$ cat src/common/flkm_cfg.svh
// Address map, lock-page layout and timing constants for the flash lock map checker
`ifndef FLKM_CFG_SVH
`define FLKM_CFG_SVH
`define FLKM_MAIN_BASE      32'h0000_0000
`define FLKM_INFO_BASE      32'h0fe0_0000
`define FLKM_UD_BASE        32'h0fe0_0000
`define FLKM_LB_BASE        32'h0fe0_4000
`define FLKM_DI_BASE        32'h0fe0_8000
`define FLKM_PAGE_BYTES     32'h0000_0200
`define FLKM_PAGE_SHIFT     9
`define FLKM_MAIN_PAGES     64
`define FLKM_MAIN_LIMIT     32'h0000_8000
`define FLKM_PLW_COUNT      2
`define FLKM_DLW_INDEX      7'h7f
`define FLKM_ULW_INDEX      7'h7e
`define FLKM_DLW_OPEN       4'hf
`define FLKM_ULW_UD_BIT     0
`define FLKM_ULW_LB_BIT     1
`define FLKM_ERASED_WORD    32'hffff_ffff
`define FLKM_WORD_ZERO      32'h0000_0000
// Device erase runs 40 ms
`define FLKM_ERASE_MS       40
`define FLKM_CLK_MHZ        250
`define FLKM_ERASE_CYCLES   (`FLKM_ERASE_MS * 1000 * `FLKM_CLK_MHZ)
`define FLKM_REG_LOCK_BASE  4'h0
`define FLKM_REG_STATUS     4'h8
`define FLKM_REG_DBG_ST     4'h9
`endif

$ cat src/common/flkm_pkg.sv
// Types shared by the flash lock map checker files
package flkm_pkg;
    typedef enum logic [1:0] {
        FLKM_OP_NONE,
        FLKM_OP_WRITE,
        FLKM_OP_ERASE
    } flkm_op_t;

    typedef enum logic [2:0] {
        FLKM_RGN_MAIN,
        FLKM_RGN_UD,
        FLKM_RGN_LB,
        FLKM_RGN_DI,
        FLKM_RGN_NONE
    } flkm_rgn_t;

    typedef enum logic [1:0] {
        FLKM_PWR_RUN,
        FLKM_PWR_SLEEP,
        FLKM_PWR_DEEP,
        FLKM_PWR_OFF
    } flkm_pwr_t;
endpackage

$ cat src/logic/flkm_decode.sv
// Address decoder: region, page index and word index within page
`timescale 1ns/100ps
`include "flkm_cfg.svh"
module flkm_decode (
    // Address in
    input  wire logic [31:0]       addr_i,
    // Decoded
    output flkm_pkg::flkm_rgn_t    rgn_o,
    output logic      [5:0]        page_o,
    output logic      [6:0]        word_o
);
    import flkm_pkg::*;

    always_comb begin
        page_o = addr_i[`FLKM_PAGE_SHIFT +: 6];
        word_o = addr_i[8:2];
        // Each information page is one 512 byte window at its own base
        if (addr_i < `FLKM_MAIN_LIMIT) begin
            rgn_o = FLKM_RGN_MAIN;
        end else if ((addr_i & ~(`FLKM_PAGE_BYTES - 32'h1)) == `FLKM_UD_BASE) begin
            rgn_o = FLKM_RGN_UD;
        end else if ((addr_i & ~(`FLKM_PAGE_BYTES - 32'h1)) == `FLKM_LB_BASE) begin
            rgn_o = FLKM_RGN_LB;
        end else if ((addr_i & ~(`FLKM_PAGE_BYTES - 32'h1)) == `FLKM_DI_BASE) begin
            rgn_o = FLKM_RGN_DI;
        end else begin
            rgn_o = FLKM_RGN_NONE;
        end
    end
endmodule

$ cat src/logic/flkm_check.sv
// Flash lock map checker: decodes requests, holds lock words, grants or refuses
`timescale 1ns/100ps
`include "flkm_cfg.svh"
// How it works
// - Main at zero, information at high base
// - 512 byte pages, up to 64 main
// - Lock page writable; erase only from debug
// - Software may erase/write user page unless locked
// - Device erase keeps user page contents
// - Debug allowed only when lock nibble all ones
// - User lock word bit0 user, bit1 lock page
// - Each page lock word covers 32 pages
// - Zero lock bit blocks erase and write
// - Debug-port device erase unlocks all bits
// - Authentication port reachable only from debug
// - Flash access only in run or sleep
// - Processor and DMA both may access
// - Device erase clears every main page
// - Device erase clears all four lock words
// - Lock page erase reopens debug after reset
module flkm_check #(
    parameter int unsigned ERASE_CYCLES = `FLKM_ERASE_CYCLES
) (
    // Clock, reset, enable
    input  wire logic                 mclk_i,
    input  wire logic                 resetn_i,
    input  wire logic                 ce_i,
    // Access request from processor, DMA or debug
    input  wire logic                 req_i,
    input  wire logic [1:0]           req_master_i,
    input  flkm_pkg::flkm_op_t        req_op_i,
    input  wire logic [31:0]          req_addr_i,
    input  wire logic [31:0]          req_wdata_i,
    input  wire logic                 req_read_i,
    // Power state, comes from another domain
    input  flkm_pkg::flkm_pwr_t       pwr_state_i,
    // Device erase from the authentication access port
    input  wire logic                 auth_erase_i,
    // Chip reset seen by lock logic (latch debug lock)
    input  wire logic                 lock_reload_i,
    // Register port
    input  wire logic [3:0]           reg_addr_i,
    input  wire logic [31:0]          reg_wdata_i,
    input  wire logic                 reg_wr_i,
    input  wire logic                 reg_rd_i,
    output logic      [31:0]          reg_rdata_o,
    // Verdict
    output logic                      grant_o,
    output logic                      deny_o,
    output logic      [31:0]          rdata_o,
    output logic                      debug_en_o,
    output logic                      erase_busy_o,
    output logic                      main_erase_o,
    output logic                      lock_page_erase_o
);
    import flkm_pkg::*;

    localparam logic [1:0] MST_CPU = 2'h0;
    localparam logic [1:0] MST_DMA = 2'h1;
    localparam logic [1:0] MST_DBG = 2'h2;

    typedef enum logic [1:0] {
        FLKM_ST_IDLE,
        FLKM_ST_ERASE,
        FLKM_ST_LOCKS
    } flkm_state_t;

    typedef struct packed {
        flkm_state_t  st;
        logic [31:0]  cnt;
        logic [31:0]  plw0;
        logic [31:0]  plw1;
        logic [31:0]  user_page_lock_word;
        logic [31:0]  debug_lock_word;
        logic         dbg_en;
        logic [1:0]   pwr_s1;
        logic [1:0]   pwr_s2;
        logic         aer_s1;
        logic         aer_s2;
        logic         aer_d;
        logic         grant;
        logic         deny;
        logic [31:0]  rdata;
        logic [31:0]  reg_rdata;
        logic         main_erase;
        logic         lb_erase;
        logic         wipe_flag;
        logic         busy;
    } flkm_state_s_t;

    flkm_state_s_t s_r;
    flkm_state_s_t s_nxt;

    flkm_rgn_t    rgn;
    logic [5:0]   page;
    logic [6:0]   word;

    flkm_decode u_decode (
        .addr_i (req_addr_i),
        .rgn_o  (rgn),
        .page_o (page),
        .word_o (word)
    );

    // Lock bit of one main page from the two page lock words
    function automatic logic page_open(input logic [5:0] pg, input logic [31:0] w0,
                                       input logic [31:0] w1);
        logic [31:0] w;
        w = pg[5] ? w1 : w0;
        return w[pg[4:0]];
    endfunction

    // Word read back from the lock page
    function automatic logic [31:0] lb_word(input logic [6:0] idx, input flkm_state_s_t s);
        logic [31:0] v;
        v = `FLKM_ERASED_WORD;
        if (idx == `FLKM_DLW_INDEX) begin
            v = s.debug_lock_word;
        end else if (idx == `FLKM_ULW_INDEX) begin
            v = s.user_page_lock_word;
        end else if (idx == 7'h00) begin
            v = s.plw0;
        end else if (idx == 7'h01) begin
            v = s.plw1;
        end
        return v;
    endfunction

    logic pwr_ok;
    logic aer_rise;
    logic wr_allow;
    logic er_allow;
    logic is_sw;

    always_comb begin
        s_nxt = s_r;
        pwr_ok = (s_r.pwr_s2 == FLKM_PWR_RUN) || (s_r.pwr_s2 == FLKM_PWR_SLEEP);
        aer_rise = s_r.aer_s2 && !s_r.aer_d;
        is_sw = (req_master_i == MST_CPU) || (req_master_i == MST_DMA);
        wr_allow = 1'b0;
        er_allow = 1'b0;

        s_nxt.pwr_s1 = pwr_state_i;
        s_nxt.pwr_s2 = s_r.pwr_s1;
        // Erase request only enters through the debug pin path
        s_nxt.aer_s1 = auth_erase_i;
        s_nxt.aer_s2 = s_r.aer_s1;
        s_nxt.aer_d = s_r.aer_s2;
        s_nxt.grant = 1'b0;
        s_nxt.deny = 1'b0;
        s_nxt.main_erase = 1'b0;
        s_nxt.lb_erase = 1'b0;

        case (rgn)
            FLKM_RGN_MAIN: begin
                wr_allow = page_open(page, s_r.plw0, s_r.plw1);
                er_allow = wr_allow;
            end
            FLKM_RGN_UD: begin
                wr_allow = s_r.user_page_lock_word[`FLKM_ULW_UD_BIT];
                er_allow = wr_allow && is_sw;
            end
            FLKM_RGN_LB: begin
                wr_allow = s_r.user_page_lock_word[`FLKM_ULW_LB_BIT];
                er_allow = (req_master_i == MST_DBG) && s_r.user_page_lock_word[`FLKM_ULW_LB_BIT];
            end
            default: begin
                wr_allow = 1'b0;
                er_allow = 1'b0;
            end
        endcase

        case (s_r.st)
            FLKM_ST_IDLE: begin
                if (aer_rise) begin
                    s_nxt.st = FLKM_ST_ERASE;
                    s_nxt.cnt = 32'h0000_0000;
                end else if (req_i) begin
                    // Refusals keep the array untouched
                    if (!pwr_ok) begin
                        s_nxt.deny = 1'b1;
                    end else if (req_read_i) begin
                        s_nxt.grant = (rgn != FLKM_RGN_NONE);
                        s_nxt.deny = (rgn == FLKM_RGN_NONE);
                        s_nxt.rdata = (rgn == FLKM_RGN_LB) ? lb_word(word, s_r)
                                                           : `FLKM_ERASED_WORD;
                    end else if (req_op_i == FLKM_OP_WRITE) begin
                        s_nxt.grant = wr_allow;
                        s_nxt.deny = !wr_allow;
                        // Flash writes only clear bits
                        if (wr_allow && rgn == FLKM_RGN_LB) begin
                            if (word == `FLKM_DLW_INDEX) s_nxt.debug_lock_word = s_r.debug_lock_word & req_wdata_i;
                            if (word == `FLKM_ULW_INDEX) s_nxt.user_page_lock_word = s_r.user_page_lock_word & req_wdata_i;
                            if (word == 7'h00) s_nxt.plw0 = s_r.plw0 & req_wdata_i;
                            if (word == 7'h01) s_nxt.plw1 = s_r.plw1 & req_wdata_i;
                        end
                    end else if (req_op_i == FLKM_OP_ERASE) begin
                        s_nxt.grant = er_allow;
                        s_nxt.deny = !er_allow;
                        if (er_allow && rgn == FLKM_RGN_LB) begin
                            s_nxt.plw0 = `FLKM_ERASED_WORD;
                            s_nxt.plw1 = `FLKM_ERASED_WORD;
                            s_nxt.user_page_lock_word = `FLKM_ERASED_WORD;
                            s_nxt.debug_lock_word = `FLKM_ERASED_WORD;
                        end
                    end else begin
                        s_nxt.deny = 1'b1;
                    end
                end
            end
            FLKM_ST_ERASE: begin
                // Array wipe runs for the full erase time; requests refused meanwhile
                s_nxt.main_erase = 1'b1;
                s_nxt.deny = req_i;
                s_nxt.cnt = s_r.cnt + 32'h0000_0001;
                if (s_r.cnt >= ERASE_CYCLES - 1) begin
                    s_nxt.st = FLKM_ST_LOCKS;
                end
            end
            FLKM_ST_LOCKS: begin
                // Lock page last so a cut erase leaves the part locked
                s_nxt.lb_erase = 1'b1;
                s_nxt.plw0 = `FLKM_ERASED_WORD;
                s_nxt.plw1 = `FLKM_ERASED_WORD;
                s_nxt.user_page_lock_word = `FLKM_ERASED_WORD;
                s_nxt.debug_lock_word = `FLKM_ERASED_WORD;
                s_nxt.wipe_flag = 1'b1;
                s_nxt.deny = req_i;
                s_nxt.st = FLKM_ST_IDLE;
            end
            default: begin
                s_nxt.st = FLKM_ST_IDLE;
            end
        endcase
        // Own flop so the busy pin carries no decode glitches
        s_nxt.busy = (s_nxt.st != FLKM_ST_IDLE);

        // Debug gate only follows the lock word at a reload
        if (lock_reload_i) begin
            s_nxt.dbg_en = (s_r.debug_lock_word[3:0] == `FLKM_DLW_OPEN);
        end

        // Register port: preload of lock words from the array, status reads
        if (reg_wr_i && s_r.st == FLKM_ST_IDLE) begin
            if (reg_addr_i == `FLKM_REG_LOCK_BASE) s_nxt.plw0 = reg_wdata_i;
            if (reg_addr_i == `FLKM_REG_LOCK_BASE + 4'h1) s_nxt.plw1 = reg_wdata_i;
            if (reg_addr_i == `FLKM_REG_LOCK_BASE + 4'h2) s_nxt.user_page_lock_word = reg_wdata_i;
            if (reg_addr_i == `FLKM_REG_LOCK_BASE + 4'h3) s_nxt.debug_lock_word = reg_wdata_i;
        end
        if (reg_wr_i && reg_addr_i == `FLKM_REG_STATUS && reg_wdata_i[2]) begin
            s_nxt.wipe_flag = (s_r.st == FLKM_ST_LOCKS);
        end
        s_nxt.reg_rdata = `FLKM_WORD_ZERO;
        if (reg_rd_i) begin
            case (reg_addr_i)
                4'h0: s_nxt.reg_rdata = s_r.plw0;
                4'h1: s_nxt.reg_rdata = s_r.plw1;
                4'h2: s_nxt.reg_rdata = s_r.user_page_lock_word;
                4'h3: s_nxt.reg_rdata = s_r.debug_lock_word;
                `FLKM_REG_STATUS: s_nxt.reg_rdata = {29'h0, s_r.wipe_flag, pwr_ok,
                                                    s_r.st != FLKM_ST_IDLE};
                `FLKM_REG_DBG_ST: s_nxt.reg_rdata = {31'h0, s_r.dbg_en};
                default: s_nxt.reg_rdata = `FLKM_WORD_ZERO;
            endcase
        end
    end

    always_ff @(posedge mclk_i) begin
        if (!resetn_i) begin
            s_r <= '0;
            s_r.st <= FLKM_ST_IDLE;
            s_r.plw0 <= `FLKM_ERASED_WORD;
            s_r.plw1 <= `FLKM_ERASED_WORD;
            s_r.user_page_lock_word <= `FLKM_ERASED_WORD;
            s_r.debug_lock_word <= `FLKM_ERASED_WORD;
            s_r.dbg_en <= 1'b1;
            s_r.rdata <= `FLKM_ERASED_WORD;
        end else if (ce_i) begin
            s_r <= s_nxt;
        end
    end

    assign grant_o = s_r.grant;
    assign deny_o = s_r.deny;
    assign rdata_o = s_r.rdata;
    assign reg_rdata_o = s_r.reg_rdata;
    assign debug_en_o = s_r.dbg_en;
    assign erase_busy_o = s_r.busy;
    assign main_erase_o = s_r.main_erase;
    assign lock_page_erase_o = s_r.lb_erase;
endmodule

$ cat config.mk
export PLATFORM = sky130hd
export DESIGN_NAME = flkm_check
export DESIGN_NICKNAME = d
export VERILOG_FILES = /design/src/common/flkm_pkg.sv /design/src/logic/flkm_decode.sv /design/src/logic/flkm_check.sv
export VERILOG_INCLUDE_DIRS = /design/src /design/src/common
export SDC_FILE = /design/constraint.sdc
export NUM_CORES = 1
export LEC_CHECK = 0
export BUFFER_PORTS_ARGS = -buffer_cell sky130_fd_sc_hd__buf_2
export CAP_MARGIN = 10
export CORE_MARGIN = 3
export CORE_UTILIZATION = 40
export DETAILED_ROUTE_END_ITERATION = 8
export PLACE_DENSITY_LB_ADDON = 0.2
export SYNTH_ARGS = -nofsm -noshare
export SYNTH_HDL_FRONTEND = slang
export SYNTH_SLANG_ARGS = --single-unit
export TNS_END_PERCENT = 50
$ cat constraint.sdc
create_clock -name mclk_i -period 3.3 [get_ports mclk_i]
set_input_delay 0.495 -clock mclk_i [delete_from_list [all_inputs] [get_ports mclk_i]]
set_output_delay 0.495 -clock mclk_i [all_outputs]
set_load 0.05 [all_outputs]
==> results.json, run 1 <==
{
  "crit_path_top_delay_cell": "nor4_4",
  "r2r_cells": 8,
  "cpPeakStageDelay_ps": 920,
  "maxCapViolCount": 0,
  "fin_nets": 2032,
  "die_y_um": 193.7,
  "cts_resized": 0,
  "h-tree-depth": 1,
  "hp-class": "in2reg",
  "worstHoldEndpoint": "s_nxt[74]",
  "fp-row-count": 68,
  "critPathKind": "in2reg",
  "critPathTopFamily": "simple AND/OR/NAND/NOR gates",
  "grt_max_degree": 107,
  "dr_total_vias": 15630,
  "final_cell_count_no_fill": 2391,
  "cts_sinks": 238,
  "synth_enable_flop_cells": 0,
  "r2r-start": "s_r[166]",
  "gp_congestion": 0.9900,
  "grt_pass1_vias": 14583,
  "drt.antenna.violating_nets": 0,
  "wl_per_cell_um": 25.93,
  "via_per_inst": 6.537,
  "fmax_ghz": 0.3192,
  "syn-mean-instance-area_um2": 7.843,
  "netlist_instances": 1797,
  "grt_pass1_wl_um": 92280,
  "ys_ff_latch": 238,
  "power_density_mw_per_mm2": 433.1,
  "final-setup-viol-count": 0,
  "die-area_mm2": 0.03753,
  "synthArstFlopShare": 0,
  "clock_latency_ps": 570,
  "cp_data_required_time_ps": 3770,
  "hp-start": "pwr_state_i[1]",
  "final_core_util": 0.4780,
  "drtPass1Iterations": 6,
  "ir_drop_uv": 385.1,
  "overflow": 0,
  "outcome": "complete, no violations",
  "cts_buffer_depth": 3,
  "yosysSeqAreaShare": 0.3380,
  "io_pins": 185,
  "path_buf_inv": 2,
  "cts_buffers": 28,
  "drt_iter0_drc": 1949,
  "crit_arrival_ps": 3600,
  "portBuffers": 181,
  "slew_violations": 0,
  "area_delta_synth_final_pct": 17.43,
  "period_minus_slack_ps": 3133,
  "die_x_um": 193.7,
  "r2r_end": "s_r[143]",
  "syn_area_mm2": 0.01409,
  "hold_ws_ps": 214.2,
  "reg2reg_slack_ps": 230,
  "slew_headroom": 0.3227,
  "dp_cells": 2336,
  "grt_usage": 0.3123,
  "fin_crit_sh": 0.9494,
  "synth_cell_type_count": 81,
  "post-cts-setup-buffers": 0,
  "crit_chain": "buf_2 -> buf_12 -> or3_4 -> or4_1 -> nor3_1 -> a21boi_2 -> a221oi_4 -> nor4_4 -> o22ai_1 -> o211ai_1",
  "nFillCells": 3422,
  "final_cell_area_mm2": 0.01655,
  "endpoint_kind": "flip-flop",
  "antenna_found_initial": 4,
  "core_mm2": 0.03463,
  "initial_core_util": 0.4070,
  "whs_path_depth": 3,
  "cp-start-kind": "primary input",
  "place_hpwl_um": 42280,
  "syn_nets": 1917,
  "layout_common_cells": "238 x dfxtp_1, 193 x nor2_1, 179 x buf_2",
  "hold_violations": 0,
  "cts_tree": "yes",
  "p_leak_uw": 0.005906,
  "drc": 0,
  "routed_wl_um": 62000,
  "worst_slew_pin_slew_ps": 1008,
  "grt_setup_unrepaired": "no",
  "ctsHoldBuffers": 0,
  "yosysWarnings": 0,
  "fin_skew_ps": 26.76,
  "final_layout_size_suffix_gt1_frac": 0.2048,
  "root_buffer": "clkbuf_16",
  "critPathMaxFanout": 12,
  "final_common_cell": "dfxtp_1",
  "clk_pin_slew_ps": 60,
  "synth_ff_type": "dfxtp_1",
  "placed_cell_area_mm2": 0.01557
}
-- registers in the layout, summed over array words and instances, names as in the netlist --
name	cells
s_r	165
reg_rdata_o	32
main_erase_o	1
erase_busy_o	1
deny_o	1
grant_o	1
s_nxt	3
rdata_o	32
lock_page_erase_o	1
debug_en_o	1
-- cell usage after synthesis (46+ instances only) --
master    instances  share of area
dfxtp_1         238           0.34
nor2_1          193          0.051
o21ai_0         157          0.056
a21oi_1         145          0.051
clkbuf_1        133          0.035
nand2_1          96          0.026
nand3_1          70          0.025
o221ai_1         68          0.042
buf_4            64          0.034
a22oi_1          61          0.032
o211ai_1         48          0.026
nor2b_1          46          0.020
-- per-stage QoR --
stage               setup TNS, ps  worst slack, ps  power [uW]
floorplan                       0            346.1        3535
global placement            -2074           -211.3        3956
detailed placement          -3347           -255.3        3969
CTS                             0            302.1        7154
global route                    0            14.00        7358
finish                          0            167.0        7169
-- layer usage --
metal / wire length (um) / global-route usage / vias to the layer above
met5: 13 / 0 / -
met4: 2923 / 0.1420 / 2
met3: 6895 / 0.06811 / 200
met2: 26400 / 0.4670 / 1037
met1: 25770 / 0.4317 / 7447
li1: - / - / 6944
-- where the power goes --
group | total [uW] | switching (uW) | internal, uW
combinational | 936 | 610 | 326
clock | 3220 | 1330 | 1890
sequential | 3010 | 77.2 | 2930
-- logic make-up after synthesis --
group           after synthesis  share of synthesized area
compound gates              694                     0.3302
simple gates                576                     0.2021
flops                       238                     0.3380
buf+inv                     232                    0.08122
xor+xnor                     26                    0.01616
mux                          26                    0.02779
fa+ha+maj                     5                   0.004439
-- cell type report --
cell class	count	area, um2	share of cell area
multi-input combinational	1327	8244	0.4981
sequential	238	4765	0.2879
timing repair buffer	299	1954	0.1181
clock buffer	39	823.3	0.04974
tap	455	569.3	0.03440
clock inverter	13	121.4	0.007333
inverter	18	68.82	0.004158
antenna	2	5.005	0.0003024
-- worst register-to-register path, delay by kind of cell, from the launching register on --
kind | cells | cell delay (ps)
DFF | 1 | 470
AOI/OAI and AO/OA | 6 | 1390
and+or+nand+nor | 1 | 920
muxes | 1 | 210
-- how the worst max path moves through the flow --
stage / start / to / slack [ps] / cells past startpoint
2_1_floorplan: req_addr_i[9] / s_r[100] / 350 / 11
3_3_place_gp: req_addr_i[9] / s_r[147] / -210 / 10
3_5_place_dp: req_addr_i[9] / s_r[151] / -260 / 10
4_1_cts: req_addr_i[9] / s_r[143] / 300 / 10
5_1_grt: req_addr_i[9] / s_r[154] / 10 / 10
6_report: req_addr_i[9] / s_r[143] / 170 / 10
Power figures use the tool's default switching activity.
==> run 2: changes to the inputs <==
--- a/config.mk
+++ b/config.mk
@@ -8,6 +8,7 @@
 export LEC_CHECK = 0
 export BUFFER_PORTS_ARGS = -buffer_cell sky130_fd_sc_hd__buf_2
 export CAP_MARGIN = 10
+export CORE_ASPECT_RATIO = 1.1
 export CORE_MARGIN = 3
 export CORE_UTILIZATION = 40
 export DETAILED_ROUTE_END_ITERATION = 8
==> results.json, run 2 (same netlist as run 1, synthesis figures left out) <==
{
  "overflow": 0,
  "cts_buffer_depth": 3,
  "cts_buffers": 28,
  "io_pins": 185,
  "layout_common_cells": "238 x dfxtp_1, 193 x nor2_1, 179 x buf_2",
  "final-seq-area_mm2": 0.004765,
  "drc": 0,
  "final_common_cell": "dfxtp_1",
  "multi_input_area_mm2": 0.008244,
  "p_switching_uw": 1988,
  "grt_pass1_wl_um": 91990,
  "clock_power_share": 0.455,
  "outcome": "complete, no violations",
  "via_per_inst": 6.577,
  "portBuffers": 181,
  "critPathTopFamily": "compound AO/OA/AOI/OAI gates",
  "wl_per_cell_um": 25.99,
  "cts_resized": 0,
  "place_hpwl_um": 42780,
  "die_x_um": 185.0,
  "dp_cells": 2315,
  "hp-class": "in2reg",
  "hold_violations": 0,
  "clk_pin_slew_ps": 60,
  "final_cell_count_no_fill": 2368,
  "clock_latency_ps": 570,
  "fin_skew_ps": 23.40,
  "h-tree-depth": 1,
  "fmax_ghz": 0.3193,
  "post-cts-setup-buffers": 0,
  "fin_nets": 2027,
  "drt_iter0_drc": 1789,
  "p_int_uw": 5244,
  "endpoint_kind": "flip-flop",
  "switching_share": 0.2749,
  "power_density_mw_per_mm2": 437.9,
  "worst_slew_pin_slew_ps": 1332,
  "cpPeakStageDelay_ps": 900,
  "drtPass1Iterations": 8,
  "fp-row-count": 71,
  "final-setup-viol-count": 0,
  "crit_path_top_delay_cell": "nor4_4",
  "crit_chain": "mux4_2 -> nor3b_1 -> a211o_1 -> o2bb2ai_1 -> a221oi_4 -> nor4_4 -> o22ai_1 -> o211ai_1",
  "cts_tree": "yes",
  "placed_cell_area_mm2": 0.01553,
  "critPathKind": "reg2reg",
  "ir_drop_uv": 345.1,
  "cp_data_required_time_ps": 3800,
  "grt_setup_unrepaired": "no",
  "fin_crit_sh": 0.9491,
  "final_cell_area_mm2": 0.01652,
  "hold_ws_ps": 206.7,
  "dr_total_vias": 15574,
  "path_buf_inv": 0,
  "area_delta_synth_final_pct": 17.19,
  "root_buffer": "clkbuf_16",
  "nFillCells": 3466,
  "critPathMaxFanout": 10,
  "seqPwrFrac": 0.416,
  "die_y_um": 202.9,
  "initial_core_util": 0.4089,
  "top_register": "s_r",
  "slew_headroom": 0.1087,
  "p_leak_uw": 0.005892,
  "drt.antenna.violating_nets": 0,
  "crit_arrival_ps": 3630,
  "routed_wl_um": 61550,
  "grt_max_degree": 89,
  "cp-start-kind": "flip-flop",
  "pwr-share-comb": 0.129,
  "slew_violations": 0,
  "preCtsSetupSlack_ps": -343.4,
  "largest_register_ffs": 165,
  "cts_sinks": 238,
  "core_mm2": 0.03447,
  "gp_congestion": 1.005,
  "grt_pass1_vias": 14794,
  "maxCapViolCount": 0,
  "die-area_mm2": 0.03753,
  "period_minus_slack_ps": 3132,
  "setup_ws_ps": 168.0,
  "antenna_found_initial": 2,
  "final_layout_size_suffix_gt1_frac": 0.2033,
  "ctsHoldBuffers": 0,
  "grt_usage": 0.3181
}
run 2: cell types whose count changed in the layout (fill, tap and decap cells not counted), moves of 2 or more:
cell	previous run	this run
clkinv_2	10	6
buf_4	108	103
clkbuf_1	4	2
clkinvlp_4	1	3
clkbuf_8	6	9
run 2: path summary, 6_finish.rpt:
kind,start,endpoint,slack [ps],cells after the start
max,s_r[202],s_r[165],170,8
min,auth_erase_i,s_nxt[71],210,3
max reg2reg,s_r[202],s_r[165],170,8
min reg2reg,lock_page_erase_o,lock_page_erase_o,470,2
run 2: power by group through the flow:
| stage | combinational (uW) | clock (uW) | sequential, uW |
|---|---|---|---|
| final | 935 | 3290 | 3010 |
| after global routing | 983 | 3470 | 3010 |
| after CTS | 908 | 3340 | 3000 |
| after detailed placement | 906 | 0 | 3070 |
| after global placement | 895 | 0 | 3070 |
| after floorplan | 487 | 0 | 3050 |
run 2: final cells by class:
| class | instances | area share |
|---|---|---|
| clock buffers | 39 | 0.05037 |
| well taps | 438 | 0.03318 |
| clock inverters | 12 | 0.009317 |
| repair buffers | 294 | 0.1151 |
| diodes | 2 | 0.0003030 |
| flip-flops and latches | 238 | 0.2885 |
| multi-input cells | 1327 | 0.4991 |
| inverters | 18 | 0.004166 |
run 2: per-layer routing:
metal	vias up	wire length, um	global-route usage
li1	6928	-	-
met1	7481	24990	0.4308
met2	964	26530	0.4800
met3	201	6320	0.05734
met4	0	3707	0.1710
met5	-	0	0
run 2: worst min-delay path: cells and delay by family:
family | cells | cell delay (ps)
buffers and inverters | 1 | 80
and+or+nand+nor | 1 | 110
muxes | 1 | 50
run 2: through the flow:
stage            util  setup TNS, ps  power, uW
2_1_floorplan       -              0       3535
3_3_place_gp   0.4505          -2974       3961
3_5_place_dp   0.4505          -5323       3972
4_1_cts        0.4791              0       7254
5_1_grt        0.4792              0       7460
6_report       0.4792              0       7232
==> run 3: changes to the inputs <==
--- a/config.mk
+++ b/config.mk
@@ -6,6 +6,7 @@
 export SDC_FILE = /design/constraint.sdc
 export NUM_CORES = 1
 export LEC_CHECK = 0
+export ABC_AREA = 1
 export BUFFER_PORTS_ARGS = -buffer_cell sky130_fd_sc_hd__buf_2
 export CAP_MARGIN = 10
 export CORE_ASPECT_RATIO = 1.1
@@ -13,6 +14,7 @@
 export CORE_UTILIZATION = 40
 export DETAILED_ROUTE_END_ITERATION = 8
 export PLACE_DENSITY_LB_ADDON = 0.2
+export SLEW_MARGIN = 20
 export SYNTH_ARGS = -nofsm -noshare
 export SYNTH_HDL_FRONTEND = slang
 export SYNTH_SLANG_ARGS = --single-unit
==> results.json, run 3 <==
{
  "cp-start-kind": "flip-flop",
  "final_common_cell": "nand2_1",
  "overflow": 0,
  "yosysMostFrequentCell": "nand2_1",
  "cts_tree": "yes",
  "synth.largest_area_cell": "dfxtp_1",
  "top_register": "s_r",
  "power_density_mw_per_mm2": 447.1,
  "synth.top_cells.by_count": "708 x nand2_1, 474 x a21oi_1, 306 x o21ai_0, 268 x inv_1, 238 x dfxtp_1",
  "place_hpwl_um": 64770,
  "yosysTopAreaCellShare": 0.2731,
  "die_y_um": 225.0,
  "critPathTopFamily": "buffers and inverters",
  "syn_area_mm2": 0.01745,
  "drc": 0,
  "netlist_instances": 2896,
  "switching_share": 0.3360,
  "top_layer": "met5",
  "layout_common_cells": "708 x nand2_1, 474 x a21oi_1, 306 x o21ai_0",
  "grt_max_degree": 165,
  "critPathMaxFanout": 14,
  "wl_met2_um": 40480,
  "clock_latency_ps": 620,
  "p_int_uw": 5923,
  "critPathKind": "reg2reg",
  "ys_top_cells_by_area": "dfxtp_1 27%, nand2_1 15%, a21oi_1 14%, o21ai_0 8.8%, inv_1 5.8%",
  "seqPwrFrac": 0.362,
  "hold_ws_ps": 143.8,
  "die-area_mm2": 0.04616,
  "synth_cell_type_count": 55,
  "wl_met3_um": 11810,
  "io_pins": 185,
  "final-setup-viol-count": 0,
  "largest_register_ffs": 165,
  "p_switching_uw": 2998,
  "cts_sinks": 238,
  "crit_arrival_ps": 3260,
  "cts_buffers": 31,
  "fin_crit_sh": 0.8395,
  "wl_met1_um": 37330,
  "initial_core_util": 0.4086,
  "ir_drop_uv": 435.9,
  "slew_violations": 0,
  "antenna_found_initial": 8,
  "ys_ff_latch": 238,
  "drtPass1Iterations": 6,
  "die_x_um": 205.1,
  "hold_violations": 0,
  "clk_pin_slew_ps": 60,
  "grt_pass1_vias": 20394,
  "core_mm2": 0.04270,
  "cts_buffer_depth": 3,
  "cpPeakStageDelay_ps": 540,
  "fp-row-count": 79,
  "maxCapViolCount": 0,
  "cts_resized": 0,
  "fmax_ghz": 0.3610,
  "yosysWarnings": 0,
  "syn_nets": 3016,
  "outcome": "complete, no violations",
  "wl_per_cell_um": 27.36,
  "root_buffer": "clkbuf_16",
  "fin_skew_ps": 14.58,
  "synth_enable_flop_cells": 0,
  "drt_iter0_drc": 3066,
  "endpoint_kind": "flip-flop",
  "path_buf_inv": 4,
  "tns_ps": 0,
  "pwr-share-comb": 0.206,
  "final_core_util": 0.4672,
  "dr_total_vias": 22200,
  "synthArstFlopShare": 0,
  "slew_headroom": 0.2582,
  "grt_pass1_wl_um": 138300,
  "final_layout_size_suffix_gt1_frac": 0.1415,
  "via_per_inst": 6.254,
  "gp_congestion": 1.015,
  "routed_wl_um": 97130,
  "drt.antenna.violating_nets": 0,
  "hp-class": "in2reg",
  "yosysSeqAreaShare": 0.2731,
  "period_minus_slack_ps": 2770,
  "grt_usage": 0.4055,
  "fin_nets": 3072,
  "h-tree-depth": 1,
  "worst_slew_pin_slew_ps": 1101,
  "area_delta_synth_final_pct": 14.34,
  "clock_power_share": 0.431,
  "ctsHoldBuffers": 0,
  "crit_path_top_delay_cell": "inv_1",
  "syn-mean-instance-area_um2": 6.025,
  "crit_chain": "inv_1 -> ha_1 -> buf_4 -> nand2_1 -> nor2_2 -> inv_1 -> buf_4 -> o211ai_1 -> o21ai_0 -> nand2_1",
  "p_leak_uw": 0.009150,
  "portBuffers": 181,
  "grt_setup_unrepaired": "no",
  "cp_data_required_time_ps": 3790,
  "synth_ff_type": "dfxtp_1",
  "post-cts-setup-buffers": 0
}
==> run 3: cell types whose count changed after synthesis, sizes merged, moves of 26 or more <==
cell,delta
a21boi,-26
a21oi,+329
a22oi,-60
clkbuf,+41
inv,+261
nand2,+615
nand3,+88
nor2,-76
nor2b,-46
o21ai,+171
o221ai,-53
==> run 3: cell families (layout without fill, tap and decap cells) <==
group / after synthesis / count (layout) / synth area share
xor+xnor: 1 / 1 / 0.0005021
flops: 238 / 238 / 0.2731
fa+ha+maj: 5 / 5 / 0.003586
compound gates: 1029 / 1029 / 0.3264
simple gates: 1062 / 1062 / 0.2564
other cells: 0 / 7 / 0
buf+inv: 561 / 641 / 0.1401
==> run 3: power by group through the flow <==
stage / Combinational (uW) / Clock [uW] / Sequential, uW
after floorplan: 1200 / 0 / 3230
after global placement: 1750 / 0 / 3270
after detailed placement: 1780 / 0 / 3280
after CTS: 1790 / 3870 / 3220
after global routing: 2020 / 3990 / 3250
final: 1840 / 3850 / 3230
==> run 3: layout make-up <==
type                       instances  area [um2]
tap                              567       709.4
fill                            4601       22750
inverter                         282        1072
clock buffer                      33       793.3
clock inverter                    24       334.1
timing repair buffer             302        1977
multi-input combinational       2097       10280
antenna                            7       17.52
sequential                       238        4765
==> run 3: routing by layer <==
layer  vias up  track usage
li1       9926            -
met1     10332       0.5086
met2      1541       0.6028
met3       397       0.1203
met4         4       0.2655
met5         -            0
==> run 3: through the flow <==
stage               cells  total power, uW  worst slack, ps  area (um2)
floorplan            2896             4430             1011       17450
global placement     3486             5029            133.7       18810
detailed placement   3486             5060            109.0       18810
CTS                  3543             8874            540.5       19930
global route         3543             9254            136.4       19930
finish               3550             8920            529.7       19950
==> run 3: worst paths after layout <==
path,startpoint,end,slack [ps],cells past startpoint
setup / recovery,s_r[238],s_r[163],530,10
hold / removal,pwr_state_i[1],s_nxt[74],140,3
setup reg to reg,s_r[238],s_r[163],530,10
hold reg to reg,s_r[210],s_r[210],450,2
==> run 3: tightest hold or removal path, cell delays in order <==
cell	delay [ps]
buf_2	90
nor2_1	40
nor2_1	80
